==> config.mk <==
export PLATFORM = sky130hd
export DESIGN_NAME = fld_top
export DESIGN_NICKNAME = d
export VERILOG_FILES = /design/src/hw/fld_pkg.sv /design/src/hw/fld_evt_if.sv /design/src/hw/fld_burst_cnt.sv /design/src/hw/fld_top.sv
export SDC_FILE = /design/constraint.sdc
export NUM_CORES = 1
export LEC_CHECK = 0
export BUFFER_PORTS_ARGS = -buffer_cell sky130_fd_sc_hd__buf_2
export CORE_UTILIZATION = 45
export DETAILED_ROUTE_END_ITERATION = 8
export HOLD_SLACK_MARGIN = 0.03
export PLACE_DENSITY = 0.69
export SLEW_MARGIN = 5
export SYNTH_ARGS = -nofsm -noshare
export SYNTH_HDL_FRONTEND = slang
export SYNTH_SLANG_ARGS = --single-unit
==> constraint.sdc <==
create_clock -name i_clk -period 2.6 [get_ports i_clk]
set_clock_uncertainty 0.15 [all_clocks]
set_input_delay 0.13 -clock i_clk [delete_from_list [all_inputs] [get_ports i_clk]]
set_output_delay 0.13 -clock i_clk [all_outputs]
set_load 0.05 [all_outputs]
==> src/hw/fld_pkg.sv <==
// Fast link-down control: register map, field positions, timing constants.
// Assumes a 200 MHz core clock and a 32-bit APB register bus.
package fld_pkg;

    // ************************************************************
    // Register map (word per register, byte address = index * 4)
    // ************************************************************
    localparam logic [11:0] FLD_CTRL3_IDX      = 12'h00b;
    localparam logic [11:0] FLD_STATUS_IDX     = 12'h00f;
    localparam logic [11:0] FLD_IRQ_STAT_IDX   = 12'h040;
    localparam logic [11:0] FLD_IRQ_MASK_IDX   = 12'h041;
    localparam logic [11:0] FLD_ADDR_CTRL3     = 12'h02c;
    localparam logic [11:0] FLD_ADDR_STATUS    = 12'h03c;
    localparam logic [11:0] FLD_ADDR_IRQ_STAT  = 12'h100;
    localparam logic [11:0] FLD_ADDR_IRQ_MASK  = 12'h104;

    // ************************************************************
    // Control register fields
    // ************************************************************
    localparam int          FLD_B_EQ_ERR_BYP   = 12;
    localparam int          FLD_B_DESCR_DROP   = 10;
    localparam int          FLD_B_COEF_BYP     = 9;
    localparam int          FLD_B_POL_SWAP     = 6;
    localparam int          FLD_B_PAIR_SWAP    = 5;
    localparam int          FLD_B_RXER_DROP    = 3;
    localparam int          FLD_B_CODE_DROP    = 2;
    localparam int          FLD_B_SNR_DROP     = 1;
    localparam int          FLD_B_ENERGY_DROP  = 0;
    localparam logic [15:0] FLD_CTRL3_RESET    = 16'h1000;
    localparam logic [15:0] FLD_CTRL3_WMASK    = 16'hf7ff;

    // ************************************************************
    // Cause indices (status field sits at bits 8:4)
    // ************************************************************
    localparam int          FLD_NCAUSE         = 5;
    localparam int          FLD_C_ENERGY       = 0;
    localparam int          FLD_C_SNR          = 1;
    localparam int          FLD_C_CODE         = 2;
    localparam int          FLD_C_RXER         = 3;
    localparam int          FLD_C_DESCR        = 4;
    localparam int          FLD_STATUS_LSB     = 4;

    // ************************************************************
    // Timing and thresholds
    // ************************************************************
    localparam int          FLD_CLK_MHZ        = 200;
    localparam int          FLD_WINDOW_US      = 10;
    localparam int          FLD_WINDOW_CYC     = FLD_WINDOW_US * FLD_CLK_MHZ;
    localparam int          FLD_RXER_THRESH    = 32;
    localparam int          FLD_CODE_THRESH    = 20;
    localparam int          FLD_SNR_THRESH     = 20;
    localparam int          FLD_CNT_W          = 6;
    localparam int          FLD_TMR_W          = 12;

endpackage

==> src/hw/fld_evt_if.sv <==
// Event bundle between the top and the burst counter.
// Assumes both ends share i_clk.
`timescale 1ns/1ps
interface fld_evt_if;
    logic window_start;
    logic event_in;
    logic enable;
    logic trip;
    modport ctrl (output window_start, output event_in, output enable,
                  input trip);
    modport cnt  (input window_start, input event_in, input enable,
                  output trip);
endinterface

==> src/hw/fld_burst_cnt.sv <==
// Counts events inside one window and flags when a threshold is reached.
// Assumes event and window inputs are already in the i_clk domain.
`timescale 1ns/1ps
module fld_burst_cnt
    import fld_pkg::*;
#(
    parameter int THRESH = FLD_RXER_THRESH
) (
    // Clock and reset
    input  wire logic i_clk,
    input  wire logic i_resetn,
    // Event bundle
    fld_evt_if.cnt    evt
);
    localparam logic [FLD_CNT_W-1:0] THR = FLD_CNT_W'(THRESH);

    logic [FLD_CNT_W-1:0] cnt_reg;
    logic [FLD_CNT_W-1:0] cnt_next;
    logic                 hit;

    // Count saturates at the threshold, so the width never overflows
    assign hit      = evt.enable && evt.event_in && (cnt_reg == THR - 1'b1);
    assign cnt_next = (evt.window_start || !evt.enable) ? '0 :
                      (evt.event_in && cnt_reg != THR) ?
                      cnt_reg + 1'b1 : cnt_reg;
    assign evt.trip = hit;

    always_ff @(posedge i_clk or negedge i_resetn) begin
        if (!i_resetn) begin
            cnt_reg <= '0;
        end else begin
            cnt_reg <= cnt_next;
        end
    end
endmodule

==> src/hw/fld_top.sv <==
// Third link control register with the fast link-down monitor.
// Assumes PHY status inputs are asynchronous and APB runs on i_clk.
`timescale 1ns/1ps
module fld_top
    import fld_pkg::*;
#(
    parameter int WINDOW_CYC = FLD_WINDOW_CYC
) (
    // Clock and reset
    input  wire logic        i_clk,
    input  wire logic        i_resetn,
    // APB slave
    input  wire logic        i_psel,
    input  wire logic        i_penable,
    input  wire logic        i_pwrite,
    input  wire logic [11:0] i_paddr,
    input  wire logic [31:0] i_pwdata,
    output logic      [31:0] o_prdata,
    output logic             o_pready,
    output logic             o_pslverr,
    // PHY condition inputs (asynchronous)
    input  wire logic        i_descr_loss,
    input  wire logic        i_rx_err,
    input  wire logic        i_code_viol,
    input  wire logic        i_snr_cross,
    input  wire logic        i_energy_loss,
    input  wire logic        i_eq_err,
    // PHY controls
    output logic             o_link_drop,
    output logic             o_eq_err_use,
    output logic             o_coef0_bypass,
    output logic             o_pol_invert,
    output logic             o_pair_swap,
    output logic             o_port_mirror,
    output logic             o_irq
);

    // ************************************************************
    // Input synchronisers
    // ************************************************************
    localparam int NIN = 6;
    logic [NIN-1:0] raw;
    logic [NIN-1:0] sync1_reg;
    logic [NIN-1:0] sync2_reg;
    assign raw = {i_eq_err, i_descr_loss, i_rx_err, i_code_viol,
                  i_snr_cross, i_energy_loss};

    genvar gi;
    generate
        for (gi = 0; gi < NIN; gi++) begin : g_sync
            always_ff @(posedge i_clk or negedge i_resetn) begin
                if (!i_resetn) begin
                    sync1_reg[gi] <= 1'b0;
                    sync2_reg[gi] <= 1'b0;
                end else begin
                    sync1_reg[gi] <= raw[gi];
                    sync2_reg[gi] <= sync1_reg[gi];
                end
            end
        end
    endgenerate

    // Event inputs are level-sampled; edge detection turns them into counts
    logic [NIN-1:0] prev_reg;
    logic [NIN-1:0] rise;
    always_ff @(posedge i_clk or negedge i_resetn) begin
        if (!i_resetn) begin
            prev_reg <= '0;
        end else begin
            prev_reg <= sync2_reg;
        end
    end
    assign rise = sync2_reg & ~prev_reg;

    // ************************************************************
    // Control register and APB decode
    // ************************************************************
    logic [15:0] ctrl3_reg;
    logic [15:0] ctrl3_next;
    logic [FLD_NCAUSE-1:0] status_reg;
    logic [FLD_NCAUSE-1:0] status_next;
    logic [FLD_NCAUSE-1:0] irq_stat_reg;
    logic [FLD_NCAUSE-1:0] irq_stat_next;
    logic [FLD_NCAUSE-1:0] irq_mask_reg;
    logic [FLD_NCAUSE-1:0] irq_mask_next;

    wire acc       = i_psel && i_penable;
    wire wr        = acc && i_pwrite;
    wire rd        = acc && !i_pwrite;
    wire sel_ctrl  = (i_paddr == FLD_ADDR_CTRL3);
    wire sel_stat  = (i_paddr == FLD_ADDR_STATUS);
    wire sel_istat = (i_paddr == FLD_ADDR_IRQ_STAT);
    wire sel_imask = (i_paddr == FLD_ADDR_IRQ_MASK);
    wire mapped    = sel_ctrl || sel_stat || sel_istat || sel_imask;

    logic [31:0] rdata;
    always_comb begin
        rdata = 32'h0000_0000;
        if (sel_ctrl) begin
            rdata = {16'h0000, ctrl3_reg};
        end else if (sel_stat) begin
            rdata = {23'h000000, status_reg, 4'h0};
        end else if (sel_istat) begin
            rdata = {27'h0000000, irq_stat_reg};
        end else if (sel_imask) begin
            rdata = {27'h0000000, irq_mask_reg};
        end
    end

    // Bit 11 has no function here and stays zero
    assign ctrl3_next = (wr && sel_ctrl) ?
                        (i_pwdata[15:0] & FLD_CTRL3_WMASK) : ctrl3_reg;

    // ************************************************************
    // Window timer
    // ************************************************************
    logic [FLD_TMR_W-1:0] tmr_reg;
    logic [FLD_TMR_W-1:0] tmr_next;
    wire  win_start = (tmr_reg == FLD_TMR_W'(WINDOW_CYC - 1));
    assign tmr_next = win_start ? '0 : tmr_reg + 1'b1;

    // ************************************************************
    // Burst counters
    // ************************************************************
    fld_evt_if rxer_if ();
    fld_evt_if code_if ();
    fld_evt_if snr_if ();

    assign rxer_if.window_start = win_start;
    assign rxer_if.event_in     = rise[FLD_C_RXER];
    assign rxer_if.enable       = ctrl3_reg[FLD_B_RXER_DROP];
    assign code_if.window_start = win_start;
    assign code_if.event_in     = rise[FLD_C_CODE];
    assign code_if.enable       = ctrl3_reg[FLD_B_CODE_DROP];
    assign snr_if.window_start  = win_start;
    assign snr_if.event_in      = rise[FLD_C_SNR];
    assign snr_if.enable        = ctrl3_reg[FLD_B_SNR_DROP];

    fld_burst_cnt #(.THRESH(FLD_RXER_THRESH)) u_rxer (
        .i_clk    (i_clk),
        .i_resetn (i_resetn),
        .evt      (rxer_if.cnt)
    );
    fld_burst_cnt #(.THRESH(FLD_CODE_THRESH)) u_code (
        .i_clk    (i_clk),
        .i_resetn (i_resetn),
        .evt      (code_if.cnt)
    );
    fld_burst_cnt #(.THRESH(FLD_SNR_THRESH)) u_snr (
        .i_clk    (i_clk),
        .i_resetn (i_resetn),
        .evt      (snr_if.cnt)
    );

    // ************************************************************
    // Drop decision and status
    // ************************************************************
    logic [FLD_NCAUSE-1:0] cause;
    assign cause[FLD_C_DESCR]  = ctrl3_reg[FLD_B_DESCR_DROP] &&
                                 sync2_reg[FLD_C_DESCR];
    assign cause[FLD_C_RXER]   = rxer_if.trip;
    assign cause[FLD_C_CODE]   = code_if.trip;
    assign cause[FLD_C_SNR]    = snr_if.trip;
    assign cause[FLD_C_ENERGY] = ctrl3_reg[FLD_B_ENERGY_DROP] &&
                                 sync2_reg[FLD_C_ENERGY];
    wire drop_any = |cause;

    // Latched-high; status clears on read, irq status on a write of ones; a new cause in the clearing cycle wins
    assign status_next = ((rd && sel_stat) ? '0 : status_reg)
                         | cause;
    assign irq_stat_next = ((wr && sel_istat) ?
                            (irq_stat_reg & ~i_pwdata[FLD_NCAUSE-1:0]) :
                            irq_stat_reg) | cause;
    assign irq_mask_next = (wr && sel_imask) ?
                           i_pwdata[FLD_NCAUSE-1:0] : irq_mask_reg;

    // ************************************************************
    // Registers
    // ************************************************************
    always_ff @(posedge i_clk or negedge i_resetn) begin
        if (!i_resetn) begin
            ctrl3_reg    <= FLD_CTRL3_RESET;
            status_reg   <= '0;
            irq_stat_reg <= '0;
            irq_mask_reg <= '0;
            tmr_reg      <= '0;
        end else begin
            ctrl3_reg    <= ctrl3_next;
            status_reg   <= status_next;
            irq_stat_reg <= irq_stat_next;
            irq_mask_reg <= irq_mask_next;
            tmr_reg      <= tmr_next;
        end
    end

    always_ff @(posedge i_clk or negedge i_resetn) begin
        if (!i_resetn) begin
            o_prdata  <= 32'h0000_0000;
            o_pready  <= 1'b0;
            o_pslverr <= 1'b0;
        end else begin
            // Ready in the first cycle of the access phase, data registered with it
            o_pready  <= i_psel && !i_penable;
            o_prdata  <= rdata;
            o_pslverr <= i_psel && !i_penable && !mapped;
        end
    end

    // Register-ready is delayed to the access cycle, so writes see pready
    // on the same edge they commit; the write strobe itself does not use pready
    always_ff @(posedge i_clk or negedge i_resetn) begin
        if (!i_resetn) begin
            o_link_drop    <= 1'b0;
            o_eq_err_use   <= 1'b0;
            o_coef0_bypass <= 1'b0;
            o_pol_invert   <= 1'b0;
            o_pair_swap    <= 1'b0;
            o_port_mirror  <= 1'b0;
            o_irq          <= 1'b0;
        end else begin
            o_link_drop    <= drop_any;
            o_eq_err_use   <= !ctrl3_reg[FLD_B_EQ_ERR_BYP] &&
                              sync2_reg[NIN-1];
            o_coef0_bypass <= ctrl3_reg[FLD_B_COEF_BYP];
            o_pol_invert   <= ctrl3_reg[FLD_B_POL_SWAP];
            o_pair_swap    <= ctrl3_reg[FLD_B_PAIR_SWAP];
            o_port_mirror  <= ctrl3_reg[FLD_B_POL_SWAP] &&
                              ctrl3_reg[FLD_B_PAIR_SWAP];
            o_irq          <= |(irq_stat_next & irq_mask_next);
        end
    end
endmodule

==> qor.txt <==
=====================================================================================
Worst max-slew margin expressed relative to the limit                           0.583
Number of H-tree branching levels                                                   3
Clock power share                                                               0.367
Vertical die dimension                                                        98.3 µm
Post-cts sizing count                                                               0
Hold path cells                                                                     3
Type of the most critical hold path                                         in -> reg
Unrepaired setup endpoints after global routing                                    no
Final Hold Fails                                                                    0
Maximum fanout encountered on the critical timing path                              8
Seq pwr share                                                                   0.565
Port-buffer cells                                                                  61
Switching share of total power                                                  0.246
Remaining number of nets flagged by the antenna check after routing                 0
Layout area overhead                                                            20.7%
Layout Nets                                                                       509
Path type of the worst setup path                                           in -> reg
Power density of the placed cells                                          548 nW/µm²
Hold-fix buffers at CTS                                                            25
Mean post-synth cell area                                                    11.9 µm²
Grt ovf                                                                             0
Netlist area before placement                                                4170 µm²
Worst Path Arrival                                                            2.56 ns
Library cell used as clock root buffer                                   sky130_fd_sc_hd__clkbuf_8
Main synth FF type                                                       sky130_fd_sc_hd__dfrtp_1
Largest net degree at the start of global routing                                  46
Clock insertion delay at the later pin of the skew report                     0.36 ns
Layout Utilization                                                              0.569
Number of design rule violations left after detail routing                          1
Fraction of the cycle the final worst path needs                                0.957
Number of post-CTS setup repair buffers                                             0
Count of state elements after synthesis                                            99
Area contributors post-synth                                             sky130_fd_sc_hd__dfrtp_1, sky130_fd_sc_hd__buf_4, sky130_fd_sc_hd__xor2_1
Die outline area                                                             9650 µm²
Async set-reset flop share out of synthesis                                      1.00
Antenna diode count                                                                 0
Leakage                                                                       2.53 nW
Number of buffers added by the clock tree synthesis step                            9
Failing checks                                                                    DRC
Critical path endpoint category                                             flip-flop
Wire length per cell after detailed routing                                   13.2 µm
Maximum vdd drop                                                               368 µV
Core outline area                                                            8850 µm²
Synthesis warning total                                                             0
Antenna violations before repair                                                    0
Final min period                                                              2.49 ns
I/O Pins                                                                           96
Count of mapped cells out of synthesis                                            349
Sum of net half-perimeters after detailed placement                           5.17 mm
Total via count after detailed routing                                           2774
Area leader, netlist                                                     sky130_fd_sc_hd__dfrtp_1
Maximum clock frequency                                                     0.402 GHz
Relative contribution of combinational cells to total power                     0.069
Logic depth of the worst register-to-register path                                  6
Count of routing violations after the opening detailed-route iteration            131
Number of optimization iterations in the first detailed-route pass                  8
Clock sink total                                                                   99
Number of max-cap violations                                                        0
Wire length of the first global-routing pass                                  12.5 mm
Required arrival time at the worst endpoint                                   2.68 ns
Clock slew at reported path FFs                                               0.10 ns
Layout cell share with drive strength beyond 1                                  0.237
Internal power component                                                      2.08 mW
Count of distinct cell types in the synthesized netlist                            50
Overall routed net length                                                     7.40 mm
Via count of the first global-routing pass                                       2625
Placer's final routability congestion estimate                                  0.788
Rows                                                                               34
Vias per Instance                                                                4.95
Overall track demand over capacity in global routing                            0.164
Critical Path Source Type                                                   input pin
Max-slew violation count                                                            0
Final setup violation count                                                         0
Clock tree from TritonCTS                                                       built
Bufs on Longest Clock Path                                                          2
Die outline width                                                             98.3 µm
Fraction of post-synthesis cell area in the top cell type by area               0.588
Number of enable flip-flop cells after synthesis                                    0
Starting density of the core                                                    0.471
Run status                                                               complete, but fails checks
Setup TNS                                                                        0 ns
Switch Pwr                                                                   0.680 mW
Sequential cell area fraction in the yosys report                               0.595
Slew at the pin closest to its max-slew limit                                0.616 ns
=====================================================================================
-- final cells by class --
cell class	count	area (µm²)
fill	767	3810
timing repair buffer	96	646
inverter	11	41.3
multi-input combinational	230	1520
tap	108	135
clock inverter	7	86.3
sequential	99	2480
clock buffer	9	124
-- stage by stage --
| stage | setup WS [ns] | hold slack, ns | cell area (µm²) | total power, mW | cells |
|---|---|---|---|---|---|
| final | 0.112 | 0.0826 | 5030 | 2.76 | 560 |
| after CTS | 0.120 | 0.0643 | 5030 | 2.79 | 560 |
| after detailed placement | 0.277 | 0.0274 | 4570 | 1.75 | 519 |
| after floorplan | 0.394 | -0.316 | 4230 | 1.70 | 365 |
| after global routing | 0.0176 | 0.0776 | 5030 | 2.87 | 560 |
| after global placement | 0.287 | 0.0144 | 4570 | 1.75 | 519 |
-- worst paths after layout --
path,startpoint,to,slack [ns]
setup / recovery,i_paddr[4],o_irq$_DFF_PN0_,0.11
hold / removal,i_psel,o_pslverr$_DFF_PN0_,0.08
setup reg to reg,tmr_reg[0]$_DFF_PN0_,u_snr.cnt_reg[4]$_DFFE_PN0P_,0.62
hold reg to reg,sync1_reg[5]$_DFF_PN0_,sync2_reg[5]$_DFF_PN0_,0.20
max in group asynchronous,i_resetn,ctrl3_reg[2]$_DFFE_PN0P_,1.51
min in group asynchronous,i_resetn,o_prdata[13]$_DFF_PN0_,0.16
-- routing by layer --
metal	routed length (µm)	vias to the layer above	track usage
met5	0	-	0
met4	104	0	0.0586
met3	278	10	0.0329
met2	3450	52	0.257
met1	3570	1350	0.228
li1	-	1362	-
-- power by group through the flow --
stage	Combinational (mW)	Clock [mW]	Sequential, mW
finish	0.190	1.01	1.56
global route	0.207	1.11	1.56
CTS	0.193	1.04	1.56
detailed placement	0.163	0	1.59
global placement	0.160	0	1.59
floorplan	0.101	0	1.60
-- critical path: stages --
cell and delay [ns]:
sky130_fd_sc_hd__dlygate4sd3_1 0.53, sky130_fd_sc_hd__buf_2 0.20, sky130_fd_sc_hd__or4b_4 0.51, sky130_fd_sc_hd__or4_4 0.56
sky130_fd_sc_hd__mux2_4 0.33, sky130_fd_sc_hd__a22oi_1 0.20, sky130_fd_sc_hd__nand4_1 0.11
-- cell families (layout without fill, tap and decap cells) --
logic type / count (synthesis) / after routing / synth area share
simple gates: 122 / 122 / 0.156
buf+inv: 36 / 123 / 0.0546
compound gates: 32 / 32 / 0.0468
xor+xnor: 22 / 22 / 0.0462
other cells: 1 / 17 / 0.000899
flops: 99 / 99 / 0.595
fa+ha+maj: 7 / 7 / 0.0210
mux: 30 / 30 / 0.0798
-- layout by cell type, fill, tap and decap left out, types with 10 or more instances in the layout --
cell,count
sky130_fd_sc_hd__buf_2,60
sky130_fd_sc_hd__buf_4,10
sky130_fd_sc_hd__conb_1,17
sky130_fd_sc_hd__dfrtp_1,98
sky130_fd_sc_hd__dlygate4sd3_1,25
sky130_fd_sc_hd__inv_1,11
sky130_fd_sc_hd__mux2_2,11
sky130_fd_sc_hd__mux2i_1,10
sky130_fd_sc_hd__nand2_1,24
sky130_fd_sc_hd__nand4_1,11
sky130_fd_sc_hd__nor2_1,34
sky130_fd_sc_hd__xor2_1,15
-- cells in the mapped netlist, types with 4 or more instances --
| cell | instances |
|---|---|
| sky130_fd_sc_hd__a21oi_1 | 9 |
| sky130_fd_sc_hd__and2_1 | 9 |
| sky130_fd_sc_hd__and3_1 | 6 |
| sky130_fd_sc_hd__buf_4 | 18 |
| sky130_fd_sc_hd__clkbuf_1 | 4 |
| sky130_fd_sc_hd__dfrtp_1 | 98 |
| sky130_fd_sc_hd__ha_1 | 7 |
| sky130_fd_sc_hd__inv_1 | 11 |
| sky130_fd_sc_hd__mux2_1 | 7 |
| sky130_fd_sc_hd__mux2_2 | 11 |
| sky130_fd_sc_hd__mux2i_1 | 10 |
| sky130_fd_sc_hd__nand2_1 | 24 |
| sky130_fd_sc_hd__nand2b_1 | 4 |
| sky130_fd_sc_hd__nand4_1 | 11 |
| sky130_fd_sc_hd__nor2_1 | 34 |
| sky130_fd_sc_hd__nor2b_1 | 5 |
| sky130_fd_sc_hd__nor4_1 | 5 |
| sky130_fd_sc_hd__o21ai_0 | 8 |
| sky130_fd_sc_hd__xnor2_1 | 7 |
| sky130_fd_sc_hd__xor2_1 | 15 |
Power figures use the tool's default switching activity.
